File: src/hw/seq_defs.svh
// constants for the reset and startup sequencer
// assumes: included by bare name from every design file that needs it
`ifndef SEQ_DEFS_SVH
`define SEQ_DEFS_SVH
`define CLK_PERIOD_NS 100
`define START_WAIT_BASE 256
`define START_WAIT_EXTRA 44
`define CHOP_FIRST_EXTRA 44
`define RESET_CMD_CODE 16'h0011
`define FRAME_WORDS 4'hA
`define FAST_SAMPLES 2'h2
`define PWR_MODE_DEFAULT 2'h2
`define CNT_W 16
`endif

File: src/hw/seq_pkg.sv
// types shared by the sequencer and its sample buffer
// assumes: nothing beyond a SystemVerilog compiler
package seq_pkg;
  typedef enum logic [3:0] {
    ST_POR = 4'b0001,
    ST_HOLD = 4'b0010,
    ST_START = 4'b0100,
    ST_RUN = 4'b1000
  } seq_state_type;

  typedef struct packed {
    logic from_fast;
    logic chop_pol;
    logic [23:0] data;
  } sample_type;
endpackage : seq_pkg

File: src/hw/sample_fifo_if.sv
// carrier between the sequencer and its sample buffer
// assumes: one clock domain, all signals synchronous to it
`timescale 1ns/100ps
interface sample_fifo_if #(parameter int WIDTH = 26);
  logic flush;
  logic wr_valid;
  logic wr_ready;
  logic [WIDTH-1:0] wr_data;
  logic rd_valid;
  logic rd_ready;
  logic [WIDTH-1:0] rd_data;
  modport producer (output flush, output wr_valid, input wr_ready, output wr_data,
                    input rd_valid, output rd_ready, input rd_data);
  modport buffer (input flush, input wr_valid, output wr_ready, input wr_data,
                  output rd_valid, input rd_ready, output rd_data);
endinterface : sample_fifo_if

File: src/hw/sample_fifo.sv
// flip-flop sample buffer with valid/ready on both sides
// assumes: depth is a power of two, flush is synchronous
`timescale 1ns/100ps
module sample_fifo #(
  parameter int WIDTH = 26,
  parameter int DEPTH = 16
) (
  input wire logic i_ref_clk,
  input wire logic i_reset,
  sample_fifo_if.buffer port
);
  localparam int AW = $clog2(DEPTH);

  if (DEPTH < 2 || (1 << AW) != DEPTH)
  begin : g_bad_depth
    $error("sample_fifo depth must be a power of two");
  end

  logic [WIDTH-1:0] mem_q [DEPTH];
  logic [AW:0] wr_ptr_q;
  logic [AW:0] rd_ptr_q;
  logic do_wr;
  logic do_rd;

  // full when pointers differ only in the wrap bit
  assign port.wr_ready = (wr_ptr_q ^ rd_ptr_q) != {1'b1, {AW{1'b0}}};
  assign port.rd_valid = wr_ptr_q != rd_ptr_q;
  assign port.rd_data = mem_q[rd_ptr_q[AW-1:0]];
  assign do_wr = port.wr_valid & port.wr_ready;
  assign do_rd = port.rd_valid & port.rd_ready;

  // pointers; flush empties without touching storage
  always_ff @(posedge i_ref_clk or posedge i_reset)
  begin
    if (i_reset)
    begin
      wr_ptr_q <= '0;
      rd_ptr_q <= '0;
    end
    else if (port.flush)
    begin
      wr_ptr_q <= '0;
      rd_ptr_q <= '0;
    end
    else
    begin
      if (do_wr)
        wr_ptr_q <= wr_ptr_q + 1'b1;
      if (do_rd)
        rd_ptr_q <= rd_ptr_q + 1'b1;
    end
  end

  // storage, no reset needed
  always_ff @(posedge i_ref_clk)
  begin
    if (do_wr)
      mem_q[wr_ptr_q[AW-1:0]] <= port.wr_data;
  end
endmodule : sample_fifo

File: src/hw/adc_reset_startup_sequencer.sv
// reset, startup and conversion-mode sequencer of the converter
// assumes: i_ref_clk 10 MHz; pin and external clock are asynchronous;
// serial words and filter results come from logic on i_ref_clk
`timescale 1ns/100ps
`include "seq_defs.svh"
module adc_reset_startup_sequencer import seq_pkg::*; #(
  parameter int POR_WAIT_NS = 200000,
  parameter int LOW_MIN_NS = 2000,
  parameter int SETTLE_NS = 5000,
  parameter int OVERSAMPLING_RATIO = 1024,
  parameter int CHOP_DELAY = 2,
  parameter int FIFO_DEPTH = 16
) (
  input wire logic i_ref_clk,
  input wire logic i_reset,
  input wire logic i_sync_rst_pin_n,
  input wire logic i_ext_clock_in,
  input wire logic i_word_valid,
  input wire logic [15:0] i_word,
  input wire logic i_frame_end,
  input wire logic i_global_chop,
  input wire logic [1:0] i_power_mode,
  input wire logic [23:0] i_fast_result,
  input wire logic [23:0] i_sinc3_result,
  input wire logic i_sample_ready,
  output logic o_ready_strobe_n,
  output logic o_serial_enable,
  output logic o_load_defaults,
  output logic o_mod_run,
  output logic o_fast_filter_en,
  output logic o_chop_polarity,
  output logic [1:0] o_power_mode,
  output logic o_sample_valid,
  output logic [23:0] o_sample_data,
  output logic o_sample_fast
);
  // ****************************************************************
  // timing
  // ****************************************************************
  localparam int POR_CYC = (POR_WAIT_NS + `CLK_PERIOD_NS - 1) / `CLK_PERIOD_NS;
  localparam int LOW_MIN_CYC = (LOW_MIN_NS + `CLK_PERIOD_NS - 1) / `CLK_PERIOD_NS;
  localparam int SETTLE_CYC = (SETTLE_NS + `CLK_PERIOD_NS - 1) / `CLK_PERIOD_NS;
  localparam int START_TICKS = `START_WAIT_BASE + `START_WAIT_EXTRA;
  localparam int CHOP_PERIOD = CHOP_DELAY + 3 * OVERSAMPLING_RATIO;
  localparam int CHOP_FIRST = 2 * CHOP_PERIOD + `CHOP_FIRST_EXTRA;
  localparam int SW = $bits(sample_type);

  if (POR_CYC < 1 || LOW_MIN_CYC < 4 || SETTLE_CYC < 1 || OVERSAMPLING_RATIO < 4 ||
      CHOP_FIRST >= (1 << `CNT_W) || POR_CYC >= (1 << `CNT_W) || FIFO_DEPTH < 2)
  begin : g_bad_param
    $error("sequencer parameters out of range");
  end

  // modulator ticks per output sample for the present mode
  function automatic logic [`CNT_W-1:0] period_len(input logic chop, input logic first);
    logic [`CNT_W-1:0] len;
    len = `CNT_W'(OVERSAMPLING_RATIO);
    if (chop)
      len = first ? `CNT_W'(CHOP_FIRST) : `CNT_W'(CHOP_PERIOD);
    return len;
  endfunction : period_len

  // ****************************************************************
  // input synchronisers
  // ****************************************************************
  logic pin_s1_q;
  logic pin_s2_q;
  logic clk_s1_q;
  logic clk_s2_q;
  logic clk_s3_q;
  logic mod_tick;

  // two flops for the pin, three for the clock; the edge detector reads only the second and third
  always_ff @(posedge i_ref_clk or posedge i_reset)
  begin
    if (i_reset)
    begin
      pin_s1_q <= 1'b1;
      pin_s2_q <= 1'b1;
      clk_s1_q <= 1'b0;
      clk_s2_q <= 1'b0;
      clk_s3_q <= 1'b0;
    end
    else
    begin
      pin_s1_q <= i_sync_rst_pin_n;
      pin_s2_q <= pin_s1_q;
      clk_s1_q <= i_ext_clock_in;
      clk_s2_q <= clk_s1_q;
      clk_s3_q <= clk_s2_q;
    end
  end

  // one enable pulse per modulator period; no pulse while the clock stands
  assign mod_tick = clk_s2_q & ~clk_s3_q;

  // ****************************************************************
  // reset sources
  // ****************************************************************
  logic [`CNT_W-1:0] low_cnt_q;
  logic pin_reset;
  logic [3:0] word_cnt_q;
  logic cmd_pend_q;
  logic cmd_fire;
  logic ready_q;

  // low-time filter: a short glitch never reaches the count limit
  always_ff @(posedge i_ref_clk or posedge i_reset)
  begin
    if (i_reset)
      low_cnt_q <= '0;
    else if (pin_s2_q)
      low_cnt_q <= '0;
    else if (low_cnt_q != `CNT_W'(LOW_MIN_CYC))
      low_cnt_q <= low_cnt_q + 1'b1;
  end

  assign pin_reset = ~pin_s2_q & (low_cnt_q == `CNT_W'(LOW_MIN_CYC));

  // frame word counter; words are dropped while the port is not ready
  always_ff @(posedge i_ref_clk or posedge i_reset)
  begin
    if (i_reset)
    begin
      word_cnt_q <= '0;
      cmd_pend_q <= 1'b0;
    end
    else if (i_frame_end || pin_reset)
    begin
      word_cnt_q <= '0;
      cmd_pend_q <= 1'b0;
    end
    else if (i_word_valid && ready_q)
    begin
      if (word_cnt_q == 4'h0)
        cmd_pend_q <= (i_word == `RESET_CMD_CODE);
      if (word_cnt_q != `FRAME_WORDS)
        word_cnt_q <= word_cnt_q + 1'b1;
    end
  end

  // command acts only on the closing edge of a full ten-word frame
  assign cmd_fire = i_frame_end & cmd_pend_q & (word_cnt_q == `FRAME_WORDS);

  // ****************************************************************
  // sequence state
  // ****************************************************************
  seq_state_type state_q;
  logic [`CNT_W-1:0] wait_cnt_q;
  logic [`CNT_W-1:0] tick_cnt_q;
  logic [1:0] sample_idx_q;
  logic first_q;
  logic chop_pol_q;
  logic period_done;
  logic push;
  sample_type push_word;
  sample_fifo_if #(.WIDTH(SW)) fifo ();

  assign period_done = (state_q == ST_RUN) && mod_tick &&
                       (tick_cnt_q == period_len(i_global_chop, first_q) - 1'b1);
  // a full buffer stalls the sample counter at its last tick
  assign push = (state_q == ST_RUN) && (tick_cnt_q == period_len(i_global_chop, first_q)) &&
                fifo.wr_ready;

  // main sequence: power-on wait, pin hold, start delay, converting
  always_ff @(posedge i_ref_clk or posedge i_reset)
  begin
    if (i_reset)
      state_q <= ST_POR;
    else if (pin_reset)
      state_q <= ST_HOLD;
    else if (cmd_fire)
      state_q <= ST_START;
    else
    begin
      case (state_q)
        ST_POR:
          if (wait_cnt_q == `CNT_W'(POR_CYC - 1))
            state_q <= ST_START;
        ST_HOLD:
          if (pin_s2_q)
            state_q <= ST_START;
        ST_START:
          if (mod_tick && tick_cnt_q == `CNT_W'(START_TICKS - 1))
            state_q <= ST_RUN;
        ST_RUN:
          state_q <= ST_RUN;
        default:
          state_q <= ST_POR;
      endcase
    end
  end

  // wall-clock wait: power-on interval, then settle time after other resets
  always_ff @(posedge i_ref_clk or posedge i_reset)
  begin
    if (i_reset)
      wait_cnt_q <= '0;
    else if (pin_reset || cmd_fire || (state_q == ST_HOLD))
      wait_cnt_q <= '0;
    else if (!ready_q)
      wait_cnt_q <= wait_cnt_q + 1'b1;
  end

  // serial port ready flag: cleared by every reset, set when the wait ends
  always_ff @(posedge i_ref_clk or posedge i_reset)
  begin
    if (i_reset)
      ready_q <= 1'b0;
    else if (pin_reset || cmd_fire || (state_q == ST_HOLD))
      ready_q <= 1'b0;
    else if (state_q == ST_POR && wait_cnt_q == `CNT_W'(POR_CYC - 1))
      ready_q <= 1'b1;
    else if (state_q != ST_POR && wait_cnt_q == `CNT_W'(SETTLE_CYC - 1))
      ready_q <= 1'b1;
  end

  // modulator tick counter for the start delay and each sample period
  always_ff @(posedge i_ref_clk or posedge i_reset)
  begin
    if (i_reset)
      tick_cnt_q <= '0;
    else if (pin_reset || cmd_fire || state_q == ST_POR || state_q == ST_HOLD)
      tick_cnt_q <= '0;
    else if (state_q == ST_START && mod_tick)
      tick_cnt_q <= (tick_cnt_q == `CNT_W'(START_TICKS - 1)) ? '0 : tick_cnt_q + 1'b1;
    else if (push)
      tick_cnt_q <= '0;
    else if (period_done || (state_q == ST_RUN && mod_tick &&
             tick_cnt_q != period_len(i_global_chop, first_q)))
      tick_cnt_q <= tick_cnt_q + 1'b1;
  end

  // sample index picks fast filter for the first two outputs when chop is off
  always_ff @(posedge i_ref_clk or posedge i_reset)
  begin
    if (i_reset)
    begin
      sample_idx_q <= '0;
      first_q <= 1'b1;
      chop_pol_q <= 1'b0;
    end
    else if (pin_reset || cmd_fire || state_q != ST_RUN)
    begin
      sample_idx_q <= '0;
      first_q <= 1'b1;
      chop_pol_q <= 1'b0;
    end
    else if (push)
    begin
      first_q <= 1'b0;
      if (sample_idx_q != `FAST_SAMPLES)
        sample_idx_q <= sample_idx_q + 1'b1;
      if (i_global_chop)
        chop_pol_q <= ~chop_pol_q;
    end
  end

  // ****************************************************************
  // sample path and outputs
  // ****************************************************************
  // chop results are averaged pairs, so they never take the fast path
  always_comb
  begin
    push_word.from_fast = (sample_idx_q < `FAST_SAMPLES) && !i_global_chop;
    push_word.chop_pol = chop_pol_q;
    push_word.data = push_word.from_fast ? i_fast_result : i_sinc3_result;
  end

  assign fifo.flush = pin_reset | cmd_fire;
  assign fifo.wr_valid = push;
  assign fifo.wr_data = push_word;
  assign fifo.rd_ready = i_sample_ready;

  sample_fifo #(.WIDTH(SW), .DEPTH(FIFO_DEPTH)) u_fifo (
    .i_ref_clk(i_ref_clk),
    .i_reset(i_reset),
    .port(fifo)
  );

  // ready strobe: low in reset, falls per sample, high again once drained
  always_ff @(posedge i_ref_clk or posedge i_reset)
  begin
    if (i_reset)
      o_ready_strobe_n <= 1'b0;
    else if (!ready_q || pin_reset || cmd_fire)
      o_ready_strobe_n <= 1'b0;
    else if (push)
      o_ready_strobe_n <= 1'b0;
    else if (!fifo.rd_valid)
      o_ready_strobe_n <= 1'b1;
  end

  // status flops seen by the rest of the converter
  always_ff @(posedge i_ref_clk or posedge i_reset)
  begin
    if (i_reset)
    begin
      o_load_defaults <= 1'b1;
      o_mod_run <= 1'b0;
      o_fast_filter_en <= 1'b1;
      o_chop_polarity <= 1'b0;
      o_power_mode <= `PWR_MODE_DEFAULT;
    end
    else
    begin
      o_load_defaults <= pin_reset | cmd_fire | (state_q == ST_POR) | (state_q == ST_HOLD);
      o_mod_run <= (state_q == ST_RUN);
      o_fast_filter_en <= (sample_idx_q < `FAST_SAMPLES) && !i_global_chop;
      o_chop_polarity <= chop_pol_q;
      o_power_mode <= (pin_reset | cmd_fire) ? `PWR_MODE_DEFAULT : i_power_mode;
    end
  end

  assign o_serial_enable = ready_q;
  assign o_sample_valid = fifo.rd_valid;
  assign o_sample_data = fifo.rd_data[23:0];
  assign o_sample_fast = fifo.rd_data[SW-1];
endmodule : adc_reset_startup_sequencer

File: config.mk
export PLATFORM = sky130hd
export DESIGN_NAME = adc_reset_startup_sequencer
export DESIGN_NICKNAME = d
export VERILOG_FILES = /design/src/hw/seq_pkg.sv /design/src/hw/sample_fifo_if.sv /design/src/hw/sample_fifo.sv /design/src/hw/adc_reset_startup_sequencer.sv
export VERILOG_INCLUDE_DIRS = /design/src /design/src/hw
export SDC_FILE = /design/constraint.sdc
export NUM_CORES = 1
export LEC_CHECK = 0
export BUFFER_PORTS_ARGS = -buffer_cell sky130_fd_sc_hd__buf_2
export CAP_MARGIN = 0
export CORE_ASPECT_RATIO = 0.8
export CORE_UTILIZATION = 60
export CTS_BUF_LIST = sky130_fd_sc_hd__clkbuf_2
export DETAILED_ROUTE_END_ITERATION = 7
export PLACE_DENSITY = 0.87
export RECOVER_POWER = 50
export SETUP_SLACK_MARGIN = 0.02
export SYNTH_ARGS = -nofsm -noshare
export SYNTH_HDL_FRONTEND = slang
export SYNTH_SLANG_ARGS = --single-unit
File: constraint.sdc
create_clock -name i_ref_clk -period 6.3 [get_ports i_ref_clk]
set_clock_uncertainty 0.15 [all_clocks]
set_input_delay 0.63 -clock i_ref_clk [delete_from_list [all_inputs] [get_ports i_ref_clk]]
set_output_delay 0.63 -clock i_ref_clk [all_outputs]
set_load 0.005 [all_outputs]
==> flow_summary.toml <==
[outcome]
status = "finished, violations left"
failed_checks = "max-capacitance violations, max-slew violations"

[routing]
wl_per_cell_um = 25.2
drt-initial-drc-count = 1338
viasPerCell = 6.32
drtPass1Iterations = 7
antenna_left = 0
via_count = 11600
routed_wl_mm = 46.5
drc_errors = 0

[synth]
yosysUniqueCellTypes = 58
synth_edf_count = 400
synth_seq_area_share = 0.713
synth-async-reset-ratio = 0.174
avgSynthCellArea_um2 = 18.5
synth_top_area_cell = "edfxtp_1"
syn-num-nets = 1162
yosys-top-cells-area = "edfxtp_1, mux4_2, dfrtp_1"
synth_seq_cells = 484
postSynthCellCount = 1074
synth_top_area_share = 0.606
synthFlopType = "edfxtp_1"
synth_warnings = 0
synth_area_um2 = 19800

[cts]
cts.root.buffer_cell = "clkbuf_2"
cts_tree = "yes"
clk_pin_slew_ps = 90
htreeDepth = 3
cts.path.max_buffers = 3
numCtsBuffers = 111
insertion_delay_ps = 1040
post-cts-setup-buffer-count = 0
clkSinkCount = 484

[power_and_ir_drop]
p_per_area_nw_per_um2 = 248
vdd_drop_max_uv = 217
p_clk_frac = 0.345
switching_power_mw = 1.32
p_int_mw = 4.24
swShare = 0.237
p_seq_frac = 0.628
total_power_mw = 5.56
p_leak_nw = 7.75
comb_power_share = 0.027

[die]
start_util = 0.610
die_w_um = 205
boundaryPins = 108
coreArea_um2 = 32500
die_area_um2 = 33800
std_cell_rows = 59
chipHeight_um = 165

[global_routing]
grt_usage = 0.280
grt_pass1_vias = 11700
met3_usage = 0.0554
overflow = 0
met2_usage = 0.458
grt_max_degree = 59
antenna_found_initial = 3
use_met1 = 0.373
grt.busiest_layer = "met2"
grt_pass1_wl_mm = 68.4

[sta]
fmax_mhz = 212
rsz0062_at_grt = "false"
slew_headroom = -0.740
finalCritPeriodShare = 0.749
tightest_slew_ps = 2610
setup_viol = 0
finalHoldViolCount = 0
fin_crit_ps = 4720
tns_ps = 0
postLayoutSetupSlackWorst_ps = 1580
slew_violations = 134

[layout]
syn2layout_area_growth_pct = 13.2
layout-drive-gt1-share = 0.317
mostFrequentLayoutCell = "edfxtp_1"
finalNetCount = 1416
postLayoutCoreUtil = 0.691
final_cell_mix = "edfxtp_1, clkbuf_2, mux4_2"
fin_area_um2 = 22400

[run]
maxCapViolCount = 4

[worst_setup_path]
crit_top_cell = "mux4_2"
path_cells = "buf_4, mux4_2, mux4_2, buf_2"
crit_arrival_ps = 3940
worstPathRequired_ps = 5520
crit_path_start_kind = "flop"
worstPathMaxFanout = 58
path_delay_family = "buffers and inverters"
end_kind = "primary output"
crit_type = "reg -> out"
critPathBufInv = 2
max_stage_delay_ps = 900
cp_slowest_cell = "dfrtp_4"

[placed_design]
io_buffers = 107
postPlaceCellArea_um2 = 20900
gp_congestion = 0.863
post-dp-hpwl_mm = 25.1
dp_slack_ps = 2120

[worst_hold_path]
worst_hold_path_type = "in -> reg"
==> per-stage QoR <==
stage | hold slack (ps) | instances
CTS | 0.290 | 1840
finish | 107 | 1842
global route | 52.4 | 1842
detailed placement | 197 | 1581
global placement | 195 | 1581
floorplan | 181 | 1074
==> path summary, 6_finish.rpt <==
path / from / to / cells past startpoint / slack (ps)
min: i_ext_clock_in / clk_s1_q$_DFF_PP0_ / 2 / 110
max reg2reg: sample_idx_q[1]$_DFFE_PP0P_ / u_fifo.mem_q[12][17]$_DFFE_PP_ / 4 / 1740
max: u_fifo.rd_ptr_q[1]$_DFFE_PP0P_ / o_sample_data[19] / 4 / 1580
min in group asynchronous: i_reset / word_cnt_q[3]$_DFFE_PP0P_ / 3 / 410
max in group asynchronous: i_reset / u_fifo.rd_ptr_q[0]$_DFFE_PP0P_ / 4 / 2170
min reg2reg: clk_s1_q$_DFF_PP0_ / clk_s2_q$_DFF_PP0_ / 0 / 210
==> worst reg2reg max path: cells and delay by family (launching register included) <==
| family | cells | cell delay, ps |
|---|---|---|
| buffers and inverters | 2 | 2610 |
| muxes | 1 | 530 |
| and+or+nand+nor | 1 | 490 |
| DFF | 1 | 410 |
==> layer usage <==
| metal | wire [um] | up-vias |
|---|---|---|
| met5 | 0 | - |
| met4 | 1460 | 0 |
| met3 | 4450 | 111 |
| met2 | 23500 | 792 |
| met1 | 17000 | 5852 |
| li1 | - | 4880 |
==> cell type report <==
cell class / instances / area, um2
Sequential cell: 484 / 14100
Fill cell: 2028 / 10000
Multi-Input combinational cell: 523 / 5430
Timing Repair Buffer: 190 / 1310
Clock buffer: 165 / 826
Tap cell: 427 / 534
Clock inverter: 33 / 135
Inverter: 18 / 68.8
Antenna cell: 2 / 5.00
==> flip-flops by register name, summed over array words and instances (netlist names) <==
| name | flops |
|---|---|
| clk_s2_q | 1 |
| cmd_pend_q | 1 |
| o_chop_polarity | 1 |
| pin_s1_q | 1 |
| low_cnt_q | 16 |
| sample_idx_q | 2 |
| clk_s3_q | 1 |
| o_power_mode | 2 |
| word_cnt_q | 4 |
| o_mod_run | 1 |
| first_q | 1 |
| u_fifo.mem_q | 400 |
| chop_pol_q | 1 |
| o_load_defaults | 1 |
| o_serial_enable | 1 |
| state_q | 4 |
| tick_cnt_q | 16 |
| o_ready_strobe_n | 1 |
| wait_cnt_q | 16 |
| o_fast_filter_en | 1 |
| clk_s1_q | 1 |
| u_fifo.rd_ptr_q | 5 |
| pin_s2_q | 1 |
| u_fifo.wr_ptr_q | 5 |
==> cells in the mapped netlist, drive strengths merged (4+ instances only) <==
cell type  instances
inv               18
clkbuf            30
dfrtp             77
a31oi              5
xor2              31
or3               12
dfstp              7
edfxtp           400
and2              16
nand4             16
a21oi             28
or4                9
nor3              13
nor2              71
a311oi             6
xnor2             12
o21ai             20
nor4b              5
nor2b              7
mux2              24
nand3             20
mux4             125
nand2b             6
and3               4
ha                14
nor4              12
nand2             39
buf               19
==> kinds of logic after synthesis <==
kind of cell | synth area share
AND/OR/NAND/NOR | 0.0667
multiplexers | 0.157
adder cells (fa/ha/maj) | 0.00884
AO/OA/AOI/OAI | 0.0219
flip-flops | 0.713
XOR/XNOR | 0.0190
buffers and inverters | 0.0138
==> power by group through the flow <==
stage	clock [mW]	sequential [mW]	combinational (mW)
after floorplan	0	3.56	0.0634
after global placement	0	3.56	0.111
after detailed placement	0	3.56	0.119
after CTS	1.91	3.49	0.151
after global routing	2.10	3.50	0.162
final	1.92	3.49	0.151
==> repair_timing <==
action	4_1_cts	5_1_grt
hold buffers	61	0
hold endpoints to repair	171	0
resized for setup	0	0
Power figures use the tool's default switching activity.
